`src/inc/dmrt_consts.vh`:
```
// register offsets, field positions, reset values and timing counts
`ifndef DMRT_CONSTS_VH
`define DMRT_CONSTS_VH

// apb byte addresses
`define DMRT_OFF_CTRL      12'h000
`define DMRT_OFF_CNT_LO    12'h004
`define DMRT_OFF_CNT_HI    12'h008
`define DMRT_OFF_RLD_LO    12'h00C
`define DMRT_OFF_RLD_HI    12'h010
`define DMRT_OFF_CLKSEL    12'h014
`define DMRT_OFF_IRQ_EN    12'h018
`define DMRT_OFF_IRQ_STAT  12'h01C
`define DMRT_OFF_IRQ_MASK  12'h020

// timer control register fields
`define DMRT_CTRL_HOVF     7
`define DMRT_CTRL_LOVF     6
`define DMRT_CTRL_LIEN     5
`define DMRT_CTRL_SPLIT    3
`define DMRT_CTRL_RUN      2
`define DMRT_CTRL_XCLK     0
// writable control bits (flags handled separately)
`define DMRT_CTRL_WMASK    8'h2D

// clock select register fields
`define DMRT_CKS_HIGH      1
`define DMRT_CKS_LOW       0

// interrupt enable register field
`define DMRT_IE_TIMER      0

// status register layout
`define DMRT_ST_HOVF       1
`define DMRT_ST_LOVF       0

// reset values
`define DMRT_RST_BYTE      8'h00

// divider ratios
`define DMRT_CORE_DIV      12
`define DMRT_EXT_DIV       8

`endif

```
`src/rtl/dmrt_sync.v`:
```
// three-stage synchroniser with agreement filter on the last two stages
`timescale 1ns/1ps
module dmrt_sync (
    // clocking
    input  wire clk_in,
    input  wire rst_in,
    input  wire ce_in,
    // async level in, filtered level out
    input  wire async_in,
    output reg  level_out
);
    reg s1_q;
    reg s2_q;
    reg s3_q;

    // shift chain; level changes only when stages 2 and 3 agree
    always @(posedge clk_in) begin
        if (rst_in) begin
            s1_q      <= 1'b0;
            s2_q      <= 1'b0;
            s3_q      <= 1'b0;
            level_out <= 1'b0;
        end else if (ce_in) begin
            s1_q <= async_in;
            s2_q <= s1_q;
            s3_q <= s2_q;
            if (s2_q == s3_q) begin
                level_out <= s3_q;
            end
        end
    end
endmodule // dmrt_sync

```
`src/rtl/dmrt_ticks.v`:
```
// tick generators: core clock divided by 12, external clock divided by 8
`timescale 1ns/1ps
`include "dmrt_consts.vh"
module dmrt_ticks #(
    parameter CORE_DIV = `DMRT_CORE_DIV,
    parameter EXT_DIV  = `DMRT_EXT_DIV
) (
    // clocking
    input  wire clk_in,
    input  wire rst_in,
    input  wire ce_in,
    // synchronised external oscillator level
    input  wire ext_level_in,
    // one-cycle ticks
    output reg  div12_tick_out,
    output reg  ext8_tick_out
);
    reg [3:0] core_cnt_q;
    reg [2:0] ext_cnt_q;
    reg       ext_prev_q;

    // prescaler on the core clock
    always @(posedge clk_in) begin
        if (rst_in) begin
            core_cnt_q     <= 4'h0;
            div12_tick_out <= 1'b0;
        end else if (ce_in) begin
            div12_tick_out <= (core_cnt_q == CORE_DIV - 1);
            if (core_cnt_q == CORE_DIV - 1) begin
                core_cnt_q <= 4'h0;
            end else begin
                core_cnt_q <= core_cnt_q + 4'h1;
            end
        end
    end

    // count rising edges of the synced external clock, tick every eighth
    always @(posedge clk_in) begin
        if (rst_in) begin
            ext_cnt_q     <= 3'h0;
            ext_prev_q    <= 1'b0;
            ext8_tick_out <= 1'b0;
        end else if (ce_in) begin
            ext_prev_q    <= ext_level_in;
            ext8_tick_out <= 1'b0;
            if (ext_level_in && !ext_prev_q) begin
                if (ext_cnt_q == EXT_DIV - 1) begin
                    ext_cnt_q     <= 3'h0;
                    ext8_tick_out <= 1'b1;
                end else begin
                    ext_cnt_q <= ext_cnt_q + 3'h1;
                end
            end
        end
    end
endmodule // dmrt_ticks

```
`src/rtl/dmrt_timer.v`:
```
// dual mode reload timer with apb register access and interrupt outputs
`timescale 1ns/1ps
`include "dmrt_consts.vh"
module dmrt_timer (
    // clock, reset, enable
    input  wire        CORE_CLK_IN,
    input  wire        RST_IN,
    input  wire        CE_IN,
    // apb slave
    input  wire        PSEL_IN,
    input  wire        PENABLE_IN,
    input  wire        PWRITE_IN,
    input  wire [11:0] PADDR_IN,
    input  wire [31:0] PWDATA_IN,
    output reg  [31:0] PRDATA_OUT,
    output reg         PREADY_OUT,
    output reg         PSLVERR_OUT,
    // external oscillator pin
    input  wire        EXT_OSC_IN,
    // interrupts
    output reg         TIMER_IRQ_OUT,
    output reg         MASKED_IRQ_OUT
);
    // register state
    reg [7:0] count_low_byte_q;
    reg [7:0] count_high_byte_q;
    reg [7:0] reload_low_byte_q;
    reg [7:0] reload_high_byte_q;
    reg [7:0] ctrl_q;           // writable control bits
    reg       high_overflow_flag_q;
    reg       low_overflow_flag_q;
    reg       high_clock_select_q;
    reg       low_clock_select_q;
    reg       timer_irq_enable_q;
    reg [1:0] irq_stat_q;
    reg [1:0] irq_mask_q;

    wire       ext_level;
    wire       div12_tick;
    wire       ext8_tick;

    // external oscillator into the core clock domain
    dmrt_sync u_sync (
        .clk_in    (CORE_CLK_IN),
        .rst_in    (RST_IN),
        .ce_in     (CE_IN),
        .async_in  (EXT_OSC_IN),
        .level_out (ext_level)
    );

    // prescalers
    dmrt_ticks u_ticks (
        .clk_in         (CORE_CLK_IN),
        .rst_in         (RST_IN),
        .ce_in          (CE_IN),
        .ext_level_in   (ext_level),
        .div12_tick_out (div12_tick),
        .ext8_tick_out  (ext8_tick)
    );

    // pick one tick: core clock when sel set, else divider by xclk bit
    function pick_tick;
        input sel;
        input xclk;
        input d12;
        input e8;
        begin
            if (sel) begin
                pick_tick = 1'b1;
            end else if (xclk) begin
                pick_tick = e8;
            end else begin
                pick_tick = d12;
            end
        end
    endfunction

    // control decode
    wire split_mode_select     = ctrl_q[`DMRT_CTRL_SPLIT];
    wire run_control           = ctrl_q[`DMRT_CTRL_RUN];
    wire external_clock_select = ctrl_q[`DMRT_CTRL_XCLK];
    wire low_overflow_irq_enable = ctrl_q[`DMRT_CTRL_LIEN];

    // tick per byte; in 16-bit mode the low select drives both
    wire low_tick  = pick_tick(low_clock_select_q, external_clock_select,
                               div12_tick, ext8_tick);
    wire high_tick = pick_tick(high_clock_select_q, external_clock_select,
                               div12_tick, ext8_tick);

    wire [15:0] count_word = {count_high_byte_q, count_low_byte_q};
    wire [15:0] reload_word = {reload_high_byte_q, reload_low_byte_q};

    // enables per byte
    wire low_step  = split_mode_select ? low_tick : (low_tick && run_control);
    wire high_step = split_mode_select ? (high_tick && run_control) : 1'b0;

    // wrap events
    wire low_wrap  = low_step && (count_low_byte_q == 8'hFF);
    wire ovf16     = !split_mode_select && low_wrap &&
                     (count_high_byte_q == 8'hFF);
    wire high_wrap = split_mode_select ?
                     (high_step && (count_high_byte_q == 8'hFF)) : ovf16;

    // apb decode
    wire apb_acc   = PSEL_IN && PENABLE_IN && PREADY_OUT;
    wire apb_wr    = apb_acc && PWRITE_IN;
    wire addr_ok   = (PADDR_IN == `DMRT_OFF_CTRL)    ||
                     (PADDR_IN == `DMRT_OFF_CNT_LO)  ||
                     (PADDR_IN == `DMRT_OFF_CNT_HI)  ||
                     (PADDR_IN == `DMRT_OFF_RLD_LO)  ||
                     (PADDR_IN == `DMRT_OFF_RLD_HI)  ||
                     (PADDR_IN == `DMRT_OFF_CLKSEL)  ||
                     (PADDR_IN == `DMRT_OFF_IRQ_EN)  ||
                     (PADDR_IN == `DMRT_OFF_IRQ_STAT)||
                     (PADDR_IN == `DMRT_OFF_IRQ_MASK);
    wire [7:0] wb  = PWDATA_IN[7:0];

    wire wr_ctrl   = apb_wr && (PADDR_IN == `DMRT_OFF_CTRL);
    wire wr_cnt_lo = apb_wr && (PADDR_IN == `DMRT_OFF_CNT_LO);
    wire wr_cnt_hi = apb_wr && (PADDR_IN == `DMRT_OFF_CNT_HI);
    wire wr_stat   = apb_wr && (PADDR_IN == `DMRT_OFF_IRQ_STAT);

    // read mux
    reg [7:0] rd_byte;
    always @* begin
        rd_byte = 8'h00;
        case (PADDR_IN)
            `DMRT_OFF_CTRL: begin
                rd_byte = ctrl_q;
                rd_byte[`DMRT_CTRL_HOVF] = high_overflow_flag_q;
                rd_byte[`DMRT_CTRL_LOVF] = low_overflow_flag_q;
            end
            `DMRT_OFF_CNT_LO:   rd_byte = count_low_byte_q;
            `DMRT_OFF_CNT_HI:   rd_byte = count_high_byte_q;
            `DMRT_OFF_RLD_LO:   rd_byte = reload_low_byte_q;
            `DMRT_OFF_RLD_HI:   rd_byte = reload_high_byte_q;
            `DMRT_OFF_CLKSEL: begin
                rd_byte[`DMRT_CKS_HIGH] = high_clock_select_q;
                rd_byte[`DMRT_CKS_LOW]  = low_clock_select_q;
            end
            `DMRT_OFF_IRQ_EN:   rd_byte[`DMRT_IE_TIMER] = timer_irq_enable_q;
            `DMRT_OFF_IRQ_STAT: rd_byte[1:0] = irq_stat_q;
            `DMRT_OFF_IRQ_MASK: rd_byte[1:0] = irq_mask_q;
            default:            rd_byte = 8'h00;
        endcase
    end

    // apb handshake: one wait state, answer in the second access cycle
    always @(posedge CORE_CLK_IN) begin
        if (RST_IN) begin
            PREADY_OUT  <= 1'b0;
            PRDATA_OUT  <= 32'h0000_0000;
            PSLVERR_OUT <= 1'b0;
        end else if (CE_IN) begin
            if (PSEL_IN && PENABLE_IN && !PREADY_OUT) begin
                PREADY_OUT  <= 1'b1;
                PRDATA_OUT  <= {24'h00_0000, rd_byte};
                PSLVERR_OUT <= !addr_ok;
            end else begin
                PREADY_OUT  <= 1'b0;
                PSLVERR_OUT <= 1'b0;
            end
        end
    end

    // configuration registers
    always @(posedge CORE_CLK_IN) begin
        if (RST_IN) begin
            ctrl_q              <= `DMRT_RST_BYTE;
            reload_low_byte_q   <= `DMRT_RST_BYTE;
            reload_high_byte_q  <= `DMRT_RST_BYTE;
            high_clock_select_q <= 1'b0;
            low_clock_select_q  <= 1'b0;
            timer_irq_enable_q  <= 1'b0;
            irq_mask_q          <= 2'b00;
        end else if (CE_IN && apb_wr) begin
            case (PADDR_IN)
                `DMRT_OFF_CTRL:   ctrl_q <= wb & `DMRT_CTRL_WMASK;
                `DMRT_OFF_RLD_LO: reload_low_byte_q  <= wb;
                `DMRT_OFF_RLD_HI: reload_high_byte_q <= wb;
                `DMRT_OFF_CLKSEL: begin
                    high_clock_select_q <= wb[`DMRT_CKS_HIGH];
                    low_clock_select_q  <= wb[`DMRT_CKS_LOW];
                end
                `DMRT_OFF_IRQ_EN:   timer_irq_enable_q <= wb[`DMRT_IE_TIMER];
                `DMRT_OFF_IRQ_MASK: irq_mask_q <= wb[1:0];
                default:            ctrl_q <= ctrl_q;
            endcase
        end
    end

    // low count byte: step, reload on split wrap or 16-bit overflow, software write otherwise
    always @(posedge CORE_CLK_IN) begin
        if (RST_IN) begin
            count_low_byte_q <= `DMRT_RST_BYTE;
        end else if (CE_IN) begin
            if (ovf16) begin
                count_low_byte_q <= reload_word[7:0];
            end else if (split_mode_select && low_wrap) begin
                count_low_byte_q <= reload_low_byte_q;
            end else if (low_step) begin
                count_low_byte_q <= count_low_byte_q + 8'h01;
            end else if (wr_cnt_lo) begin
                count_low_byte_q <= wb;
            end
        end
    end

    // high count byte: carry in 16-bit mode, own tick in split mode
    always @(posedge CORE_CLK_IN) begin
        if (RST_IN) begin
            count_high_byte_q <= `DMRT_RST_BYTE;
        end else if (CE_IN) begin
            if (ovf16) begin
                count_high_byte_q <= reload_word[15:8];
            end else if (!split_mode_select && low_wrap) begin
                count_high_byte_q <= count_word[15:8] + 8'h01;
            end else if (split_mode_select && high_wrap) begin
                count_high_byte_q <= reload_high_byte_q;
            end else if (high_step) begin
                count_high_byte_q <= count_high_byte_q + 8'h01;
            end else if (wr_cnt_hi) begin
                count_high_byte_q <= wb;
            end
        end
    end

    // overflow flags: hardware sets, only software clears, set wins
    always @(posedge CORE_CLK_IN) begin
        if (RST_IN) begin
            high_overflow_flag_q <= 1'b0;
            low_overflow_flag_q  <= 1'b0;
        end else if (CE_IN) begin
            if (high_wrap) begin
                high_overflow_flag_q <= 1'b1;
            end else if (wr_ctrl) begin
                high_overflow_flag_q <= wb[`DMRT_CTRL_HOVF];
            end
            if (low_wrap) begin
                low_overflow_flag_q <= 1'b1;
            end else if (wr_ctrl) begin
                low_overflow_flag_q <= wb[`DMRT_CTRL_LOVF];
            end
        end
    end

    // sticky status, write one to clear, event wins over clear
    always @(posedge CORE_CLK_IN) begin
        if (RST_IN) begin
            irq_stat_q <= 2'b00;
        end else if (CE_IN) begin
            irq_stat_q[`DMRT_ST_HOVF] <= high_wrap ||
                (irq_stat_q[`DMRT_ST_HOVF] &&
                 !(wr_stat && wb[`DMRT_ST_HOVF]));
            irq_stat_q[`DMRT_ST_LOVF] <= low_wrap ||
                (irq_stat_q[`DMRT_ST_LOVF] &&
                 !(wr_stat && wb[`DMRT_ST_LOVF]));
        end
    end

    // interrupt outputs, level, registered
    always @(posedge CORE_CLK_IN) begin
        if (RST_IN) begin
            TIMER_IRQ_OUT  <= 1'b0;
            MASKED_IRQ_OUT <= 1'b0;
        end else if (CE_IN) begin
            TIMER_IRQ_OUT <= timer_irq_enable_q &&
                (high_overflow_flag_q ||
                 (low_overflow_irq_enable && low_overflow_flag_q));
            MASKED_IRQ_OUT <= |(irq_stat_q & irq_mask_q);
        end
    end
endmodule // dmrt_timer
```
`config.mk`:
```
export PLATFORM = sky130hd
export DESIGN_NAME = dmrt_timer
export DESIGN_NICKNAME = d
export VERILOG_FILES = /design/src/rtl/dmrt_sync.v /design/src/rtl/dmrt_ticks.v /design/src/rtl/dmrt_timer.v
export VERILOG_INCLUDE_DIRS = /design/src /design/src/inc
export SDC_FILE = /design/constraint.sdc
export NUM_CORES = 1
export LEC_CHECK = 0
export ABC_CLOCK_PERIOD_IN_PS = 2100
export BUFFER_PORTS_ARGS = -buffer_cell sky130_fd_sc_hd__buf_2
export CAP_MARGIN = 20
export CORE_ASPECT_RATIO = 1.25
export CORE_MARGIN = 2
export CORE_UTILIZATION = 50
export DETAILED_ROUTE_END_ITERATION = 8
export GPL_ROUTABILITY_DRIVEN = 0
export PLACE_DENSITY = 0.85
export SYNTH_ARGS = -nofsm -noshare
export SYNTH_HDL_FRONTEND = slang
export SYNTH_SLANG_ARGS = --single-unit
```
`constraint.sdc`:
```
create_clock -name CORE_CLK_IN -period 2.1 [get_ports CORE_CLK_IN]
set_clock_uncertainty 0.2 [all_clocks]
set_input_delay 0.42 -clock CORE_CLK_IN [delete_from_list [all_inputs] [get_ports CORE_CLK_IN]]
set_output_delay 0.42 -clock CORE_CLK_IN [all_outputs]
set_load 0.05 [all_outputs]
```
==> impl_results.md, run 1 <==
* Status: finished, violations left
* Violated checks: setup timing
* Rel. slew slack at 64.3%
* Top_reg_cell synth: dfxtp_1
* Placed insts at 647
* Startpoint Class: primary input
* Area grow syn2layout at 22.3%
* Setup WS pre-CTS at -0.273 ns
* # IOs at 87
* Yosys top cell area share at 35.3%
* Slew @ Worst Pin at 0.536 ns
* Setup violators final at 3
* FP Rows at 36
* Yosys reg bits at 71
* Post-synth EDFFs at 0
* Filler cell count at 575
* Core Box Area at 0.00779 mm²
* Post-Syn Area at 0.00403 mm²
* MaxCap Viol Count at 0
* Final net count at 623
* 1st-iter DRT viols at 609
* Worst Path Class, Setup: primary input to flip-flop
* Max FO, Critical Path at 5
* WL/cell at 18.6 µm
* CTS Sinks at 71
* Uppermost layer routed: met4
* Final period utilization at 102%
* # diodes at 0
* Crit path largest cell delay at 0.59 ns
* Initial antenna violation count at 0
* Most common cell in the synthesized netlist: dfxtp_1
* Worst path slowest cell: or4_1
* Clock tree root driver cell: clkbuf_8
* Clk_lat worst skew at 0.37 ns
* GR Overflow Total at 0
* Area leader, netlist: dfxtp_1
* Longest Clk Path Bufs at 2
* Hold WS at 0.0972 ns
* Via Count at 4161
* Fin util at 63.2%
* Largest net degree at the start of global routing at 50
* TNS Setup at -0.0911 ns
* Peak supply drop at 0.355 mV
* Vias/cell at 6.24
* Unrepaired setup endpoints after global routing: yes
* Vias in the first global route at 3976
* Die ar. at 0.00879 mm²
* WP data required at 2.13 ns
* Clock transition at path regs at 0.09 ns
* Register area share after synthesis at 35.3%
* DIE WIDTH at 84.3 µm
* Tot Pwr at 2.79 mW
* Drt pass-1 iters at 6
* Chip Height at 104 µm
* Mean Syn Cell Area at 8.34 µm²
* Final instance area at 0.00493 mm²
* Final worst slack at -0.0514 ns
* Total GRT Usage at 27.1%
* Area post-placement at 0.00461 mm²
* Hpwl dp at 8530 µm
* Synth cell count leaders: dfxtp_1, nor2_1, mux2i_1, nand2_1, a21oi_1
* Synth unique cells at 65
* Input/output buffers at 38
* Met2 wire length at 6050 µm
* Layout cell share with drive strength beyond 1 at 26.4%
* FFs w/ async S/R, synth at 0%
* Warnings from Yosys at 0
* Hold_buf cts at 0
* Cts bufs inserted at 9
* # H-tree levels at 3
* First-pass GRT wire length at 19000 µm
* Hold Vio Cnt, Final at 0
* CP Capture Type: flip-flop
* Fmax at 0.465 GHz
* Power Dens Cells at 566 mW/mm²
* Sum of routed wire segments on met1 at 4530 µm
* Pleak at 2.11 nW
* Initial Utilization at 51.7%
* CTS tree: done
* Metal3 WL at 1130 µm
* Synth area leaders: dfxtp_1, mux2i_1, nor2_1
* Arrival time at the worst endpoint at 2.18 ns
* Cells after Synth at 483
* Crit path time final at 2.15 ns
* Worst hold path type: primary input to flip-flop
* Drc violations at 0
* Post-route antenna net violation count at 0
* Final wirelength at 12400 µm
* CP cell instances: buf_2 > buf_4 > nor4_4 > nand2_1 > or4_1 > o21ai_0 > a21oi_1
* Non-Filler Instances at 667
* Max-slew violation count at 0
==> cell type report <==
class | count | area, µm² | share of cell area (%)
sequential | 71 | 1430 | 28.9
tap | 95 | 119 | 2.41
timing repair buffer | 103 | 688 | 14.0
clock buffer | 10 | 138 | 2.79
multi-input combinational | 370 | 2460 | 49.9
clock inverter | 6 | 51.3 | 1.04
inverter | 12 | 45.0 | 0.914
==> critical path: cells and delay by family <==
family | cells | cell delay [ns]
buffers and inverters | 2 | 0.23
AOI/OAI and AO/OA | 2 | 0.49
and+or+nand+nor | 3 | 1.03
==> logic make-up after synthesis <==
family | after synthesis | share of synthesized area (%)
compound gates | 122 | 20.1
xor+xnor | 8 | 1.74
fa+ha+maj | 5 | 1.55
buf+inv | 65 | 8.73
flops | 71 | 35.3
mux | 50 | 12.5
other cells | 1 | 0.0931
simple gates | 161 | 20.0
==> what timing repair did <==
action	4_1_cts	5_1_grt
setup endpoints to repair	8	18
hold endpoints to repair	0	0
setup buffers	2	1
pin swaps	1	2
gates cloned	0	1
gates resized for setup	4	24
==> flip-flops by register name, summed over array words and instances, names as in the netlist, 2 cells and up <==
register and flops:
irq_stat_q 2, reload_low_byte_q 8, irq_mask_q 2, count_low_byte_q 8, count_high_byte_q 8, u_ticks.ext_cnt_q 3, reload_high_byte_q 8, PRDATA_OUT 8
u_ticks.core_cnt_q 4, ctrl_q 4
==> power by group <==
group          switching [mW]  internal [mW]
clock network           0.600          0.477
registers             0.00989           1.36
logic                   0.254         0.0871
==> final timing paths <==
| path | to | cells after the start | slack (ns) | from |
|---|---|---|---|---|
| setup / recovery | irq_stat_q[0] | 7 | -0.05 | PADDR_IN[7] |
| hold / removal | u_sync.s1_q | 3 | 0.1 | EXT_OSC_IN |
| setup reg to reg | count_high_byte_q[3] | 7 | -0.02 | ctrl_q[0] |
| hold reg to reg | u_ticks.ext_cnt_q[2] | 2 | 0.26 | u_ticks.ext_cnt_q[2] |
==> cell usage in the layout, fill, tap and decap left out, types with 4 or more instances in the layout <==
cell and instances:
a21oi_1 33, a221oi_1 7, a31oi_1 7, a41oi_1 4, and3_1 6, and4_1 5, buf_2 39, buf_4 63
clkbuf_8 10, conb_1 24, dfxtp_1 68, inv_1 11, mux2i_1 45, nand2_1 38, nand3_1 13, nand4_1 5
nor2_1 57, nor2b_1 5, nor3_1 8, o211ai_1 5, o21ai_0 23, o21ai_1 4, o31ai_1 5, xnor2_1 5
==> layer usage <==
metal,track usage [%],up-vias
li1,-,1876
met1,29.8,1910
met2,45.8,299
met3,6.11,76
met4,18.3,0
met5,0,-
Power figures use the tool's default switching activity.
==> inputs of run 2 (changes only) <==
--- a/config.mk
+++ b/config.mk
@@ -6,15 +6,16 @@
 export SDC_FILE = /design/constraint.sdc
 export NUM_CORES = 1
 export LEC_CHECK = 0
-export ABC_CLOCK_PERIOD_IN_PS = 2100
+export ABC_CLOCK_PERIOD_IN_PS = 2700
 export BUFFER_PORTS_ARGS = -buffer_cell sky130_fd_sc_hd__buf_2
 export CAP_MARGIN = 20
 export CORE_ASPECT_RATIO = 1.25
 export CORE_MARGIN = 2
-export CORE_UTILIZATION = 50
+export CORE_UTILIZATION = 59
 export DETAILED_ROUTE_END_ITERATION = 8
 export GPL_ROUTABILITY_DRIVEN = 0
-export PLACE_DENSITY = 0.85
+export PLACE_DENSITY = 0.94
+export RECOVER_POWER = 100
 export SYNTH_ARGS = -nofsm -noshare
 export SYNTH_HDL_FRONTEND = slang
 export SYNTH_SLANG_ARGS = --single-unit
==> constraint.sdc (replaced) <==
create_clock -name CORE_CLK_IN -period 2.7 [get_ports CORE_CLK_IN]
set_clock_uncertainty 0.2 [all_clocks]
set_input_delay 0.54 -clock CORE_CLK_IN [delete_from_list [all_inputs] [get_ports CORE_CLK_IN]]
set_output_delay 0.54 -clock CORE_CLK_IN [all_outputs]
set_load 0.05 [all_outputs]
==> run 2 against run 1 <==
The flow now finishes without violations. Global-route usage is 2.9 points higher. Core utilization is 3.8 points higher. Critical path depth stayed put.
==> impl_results.md, run 2 (synthesis gave the netlist of run 1 again) <==
* Most common cell after layout, fill and taps aside: dfxtp_1
* Power Dens Cells at 525 mW/mm²
* Most used cell along the critical path: clkbuf_1
* Total GRT Usage at 30.0%
* Die ar. at 0.00751 mm²
* Final worst slack at 0.273 ns
* 1st-iter DRT viols at 720
* Reg2reg setup slack at 0.37 ns
* Hpwl dp at 7630 µm
* Vias/cell at 6.49
* CP cell instances: clkbuf_1 > nor3b_1 > and4_1 > and2_1 > clkbuf_1 > mux2i_1 > nor2_1
* Startpoint Class: primary input
* # IOs at 87
* Cts bufs inserted at 9
* Max-slew violation count at 0
* Power Internal at 1.72 mW
* Worst hold path type: primary input to flip-flop
* Setup violators final at 0
* Clock transition at path regs at 0.07 ns
* Max FO, Critical Path at 9
* Via Count at 3970
* FP Rows at 33
* Area grow syn2layout at 9.94%
* Rel. slew slack at 52.8%
* Final wirelength at 10800 µm
* Pleak at 1.82 nW
* TNS Setup at 0 ns
* Initial Utilization at 61.0%
* Arrival time at the worst endpoint at 2.45 ns
* GR Overflow Total at 0
* Non-Filler Instances at 612
* # H-tree levels at 3
* Layout cell share with drive strength beyond 1 at 12.2%
* Top Family by Delay on Critical Path: simple AND/OR/NAND/NOR gates
* Status: complete, no violations
* Setup WS pre-CTS at 0.162 ns
* Clk_lat worst skew at 0.35 ns
* Seq pwr share at 45.8%
* Clock power frac at 43.8%
* Drc violations at 0
* Chip Height at 96.4 µm
* Final period utilization at 89.9%
* Post-CTS Setup Repair Bufs at 0
* Crit path time final at 2.43 ns
* Drt pass-1 iters at 5
* Area post-placement at 0.00425 mm²
* CTS tree: done
* Hold Vio Cnt, Final at 0
* Commonest non-fill, non-tap cells in the layout: dfxtp_1, nor2_1, mux2i_1
* Clock tree root driver cell: clkbuf_8
* Core Box Area at 0.00661 mm²
* CTS Sinks at 71
* Resize count post-CTS at 0
* Input/output buffers at 38
* Final instance area at 0.00443 mm²
* Worst path slowest cell: clkbuf_1
* Worst Path Class, Setup: primary input to flip-flop
* First-pass GRT wire length at 17700 µm
* Tot Pwr at 2.33 mW
* DIE WIDTH at 77.9 µm
* Longest Clk Path Bufs at 2
* MaxCap Viol Count at 0
* Largest net degree at the start of global routing at 26
* Vias in the first global route at 3701
* # diodes at 0
* Unrepaired setup endpoints after global routing: no
* CP Capture Type: flip-flop
* Buffers and inverters on the worst path at 2
* Crit path largest cell delay at 0.54 ns
* Slew @ Worst Pin at 0.708 ns
* Placed insts at 597
* Gate power share at 10.4%
* Peak supply drop at 0.401 mV
* Hold_buf cts at 0
* Net switching power at 605 µW
* WL/cell at 17.7 µm
* Final net count at 577
* Post-route antenna net violation count at 0
* Fmax at 0.412 GHz
* Net Sw Frac at 26.0%
* Initial antenna violation count at 0
* WP data required at 2.73 ns
[run 2: cell count changes in the layout (fill, tap and decap cells not counted), sizes merged]
cell,delta
bufinv,+3
clkbuf,+19
inv,-3
buf,-65
clkinvlp,-1
[run 2: routing by layer]
layer / part of all wire (%) / GRT usage (%) / vias up
met2: 47 / 50.5 / 296
met5: 0 / 0 / -
met4: 5.7 / 17.0 / 0
met3: 11 / 5.95 / 68
met1: 36 / 36.1 / 1822
li1: - / - / 1784
[run 2: worst paths after layout]
check / depth (start not counted) / from / to
setup / recovery: 7 / PADDR_IN[4] / reload_low_byte_q[2]
hold / removal: 3 / EXT_OSC_IN / u_sync.s1_q
setup reg to reg: 7 / count_low_byte_q[0] / count_high_byte_q[4]
hold reg to reg: 2 / u_ticks.ext_cnt_q[1] / u_ticks.ext_cnt_q[1]
[run 2: power by group through the flow]
stage | combinational (mW) | clock, mW | sequential (mW)
6_report | 0.243 | 1.02 | 1.07
5_1_grt | 0.256 | 1.07 | 1.07
4_1_cts | 0.241 | 1.03 | 1.07
3_5_place_dp | 0.241 | 0 | 1.09
3_3_place_gp | 0.235 | 0 | 1.09
2_1_floorplan | 0.179 | 0 | 1.11
[run 2: final cells by class]
cell class              count  area [µm²]
clock buffers              10         128
fillers                   516        2180
flip-flops and latches     71        1420
inverters                  12        45.0
repair buffers             57         298
clock inverters             5         108
well taps                  87         109
multi-input cells         370        2320
[run 2: through the flow]
stage	utilization (%)	hold WS, ns
2_1_floorplan	-	0.240
6_report	67.0	0.244
3_3_place_gp	64.3	0.248
3_5_place_dp	64.3	0.258
4_1_cts	67.9	0.234
5_1_grt	67.0	0.258
[run 2: worst register-to-register path, delay by kind of cell (launching register included)]
family	cells	cell delay, ns
compound gates	4	0.79
flops	1	0.41
buf+inv	1	0.35
fa+ha+maj	1	0.29
simple gates	1	0.21
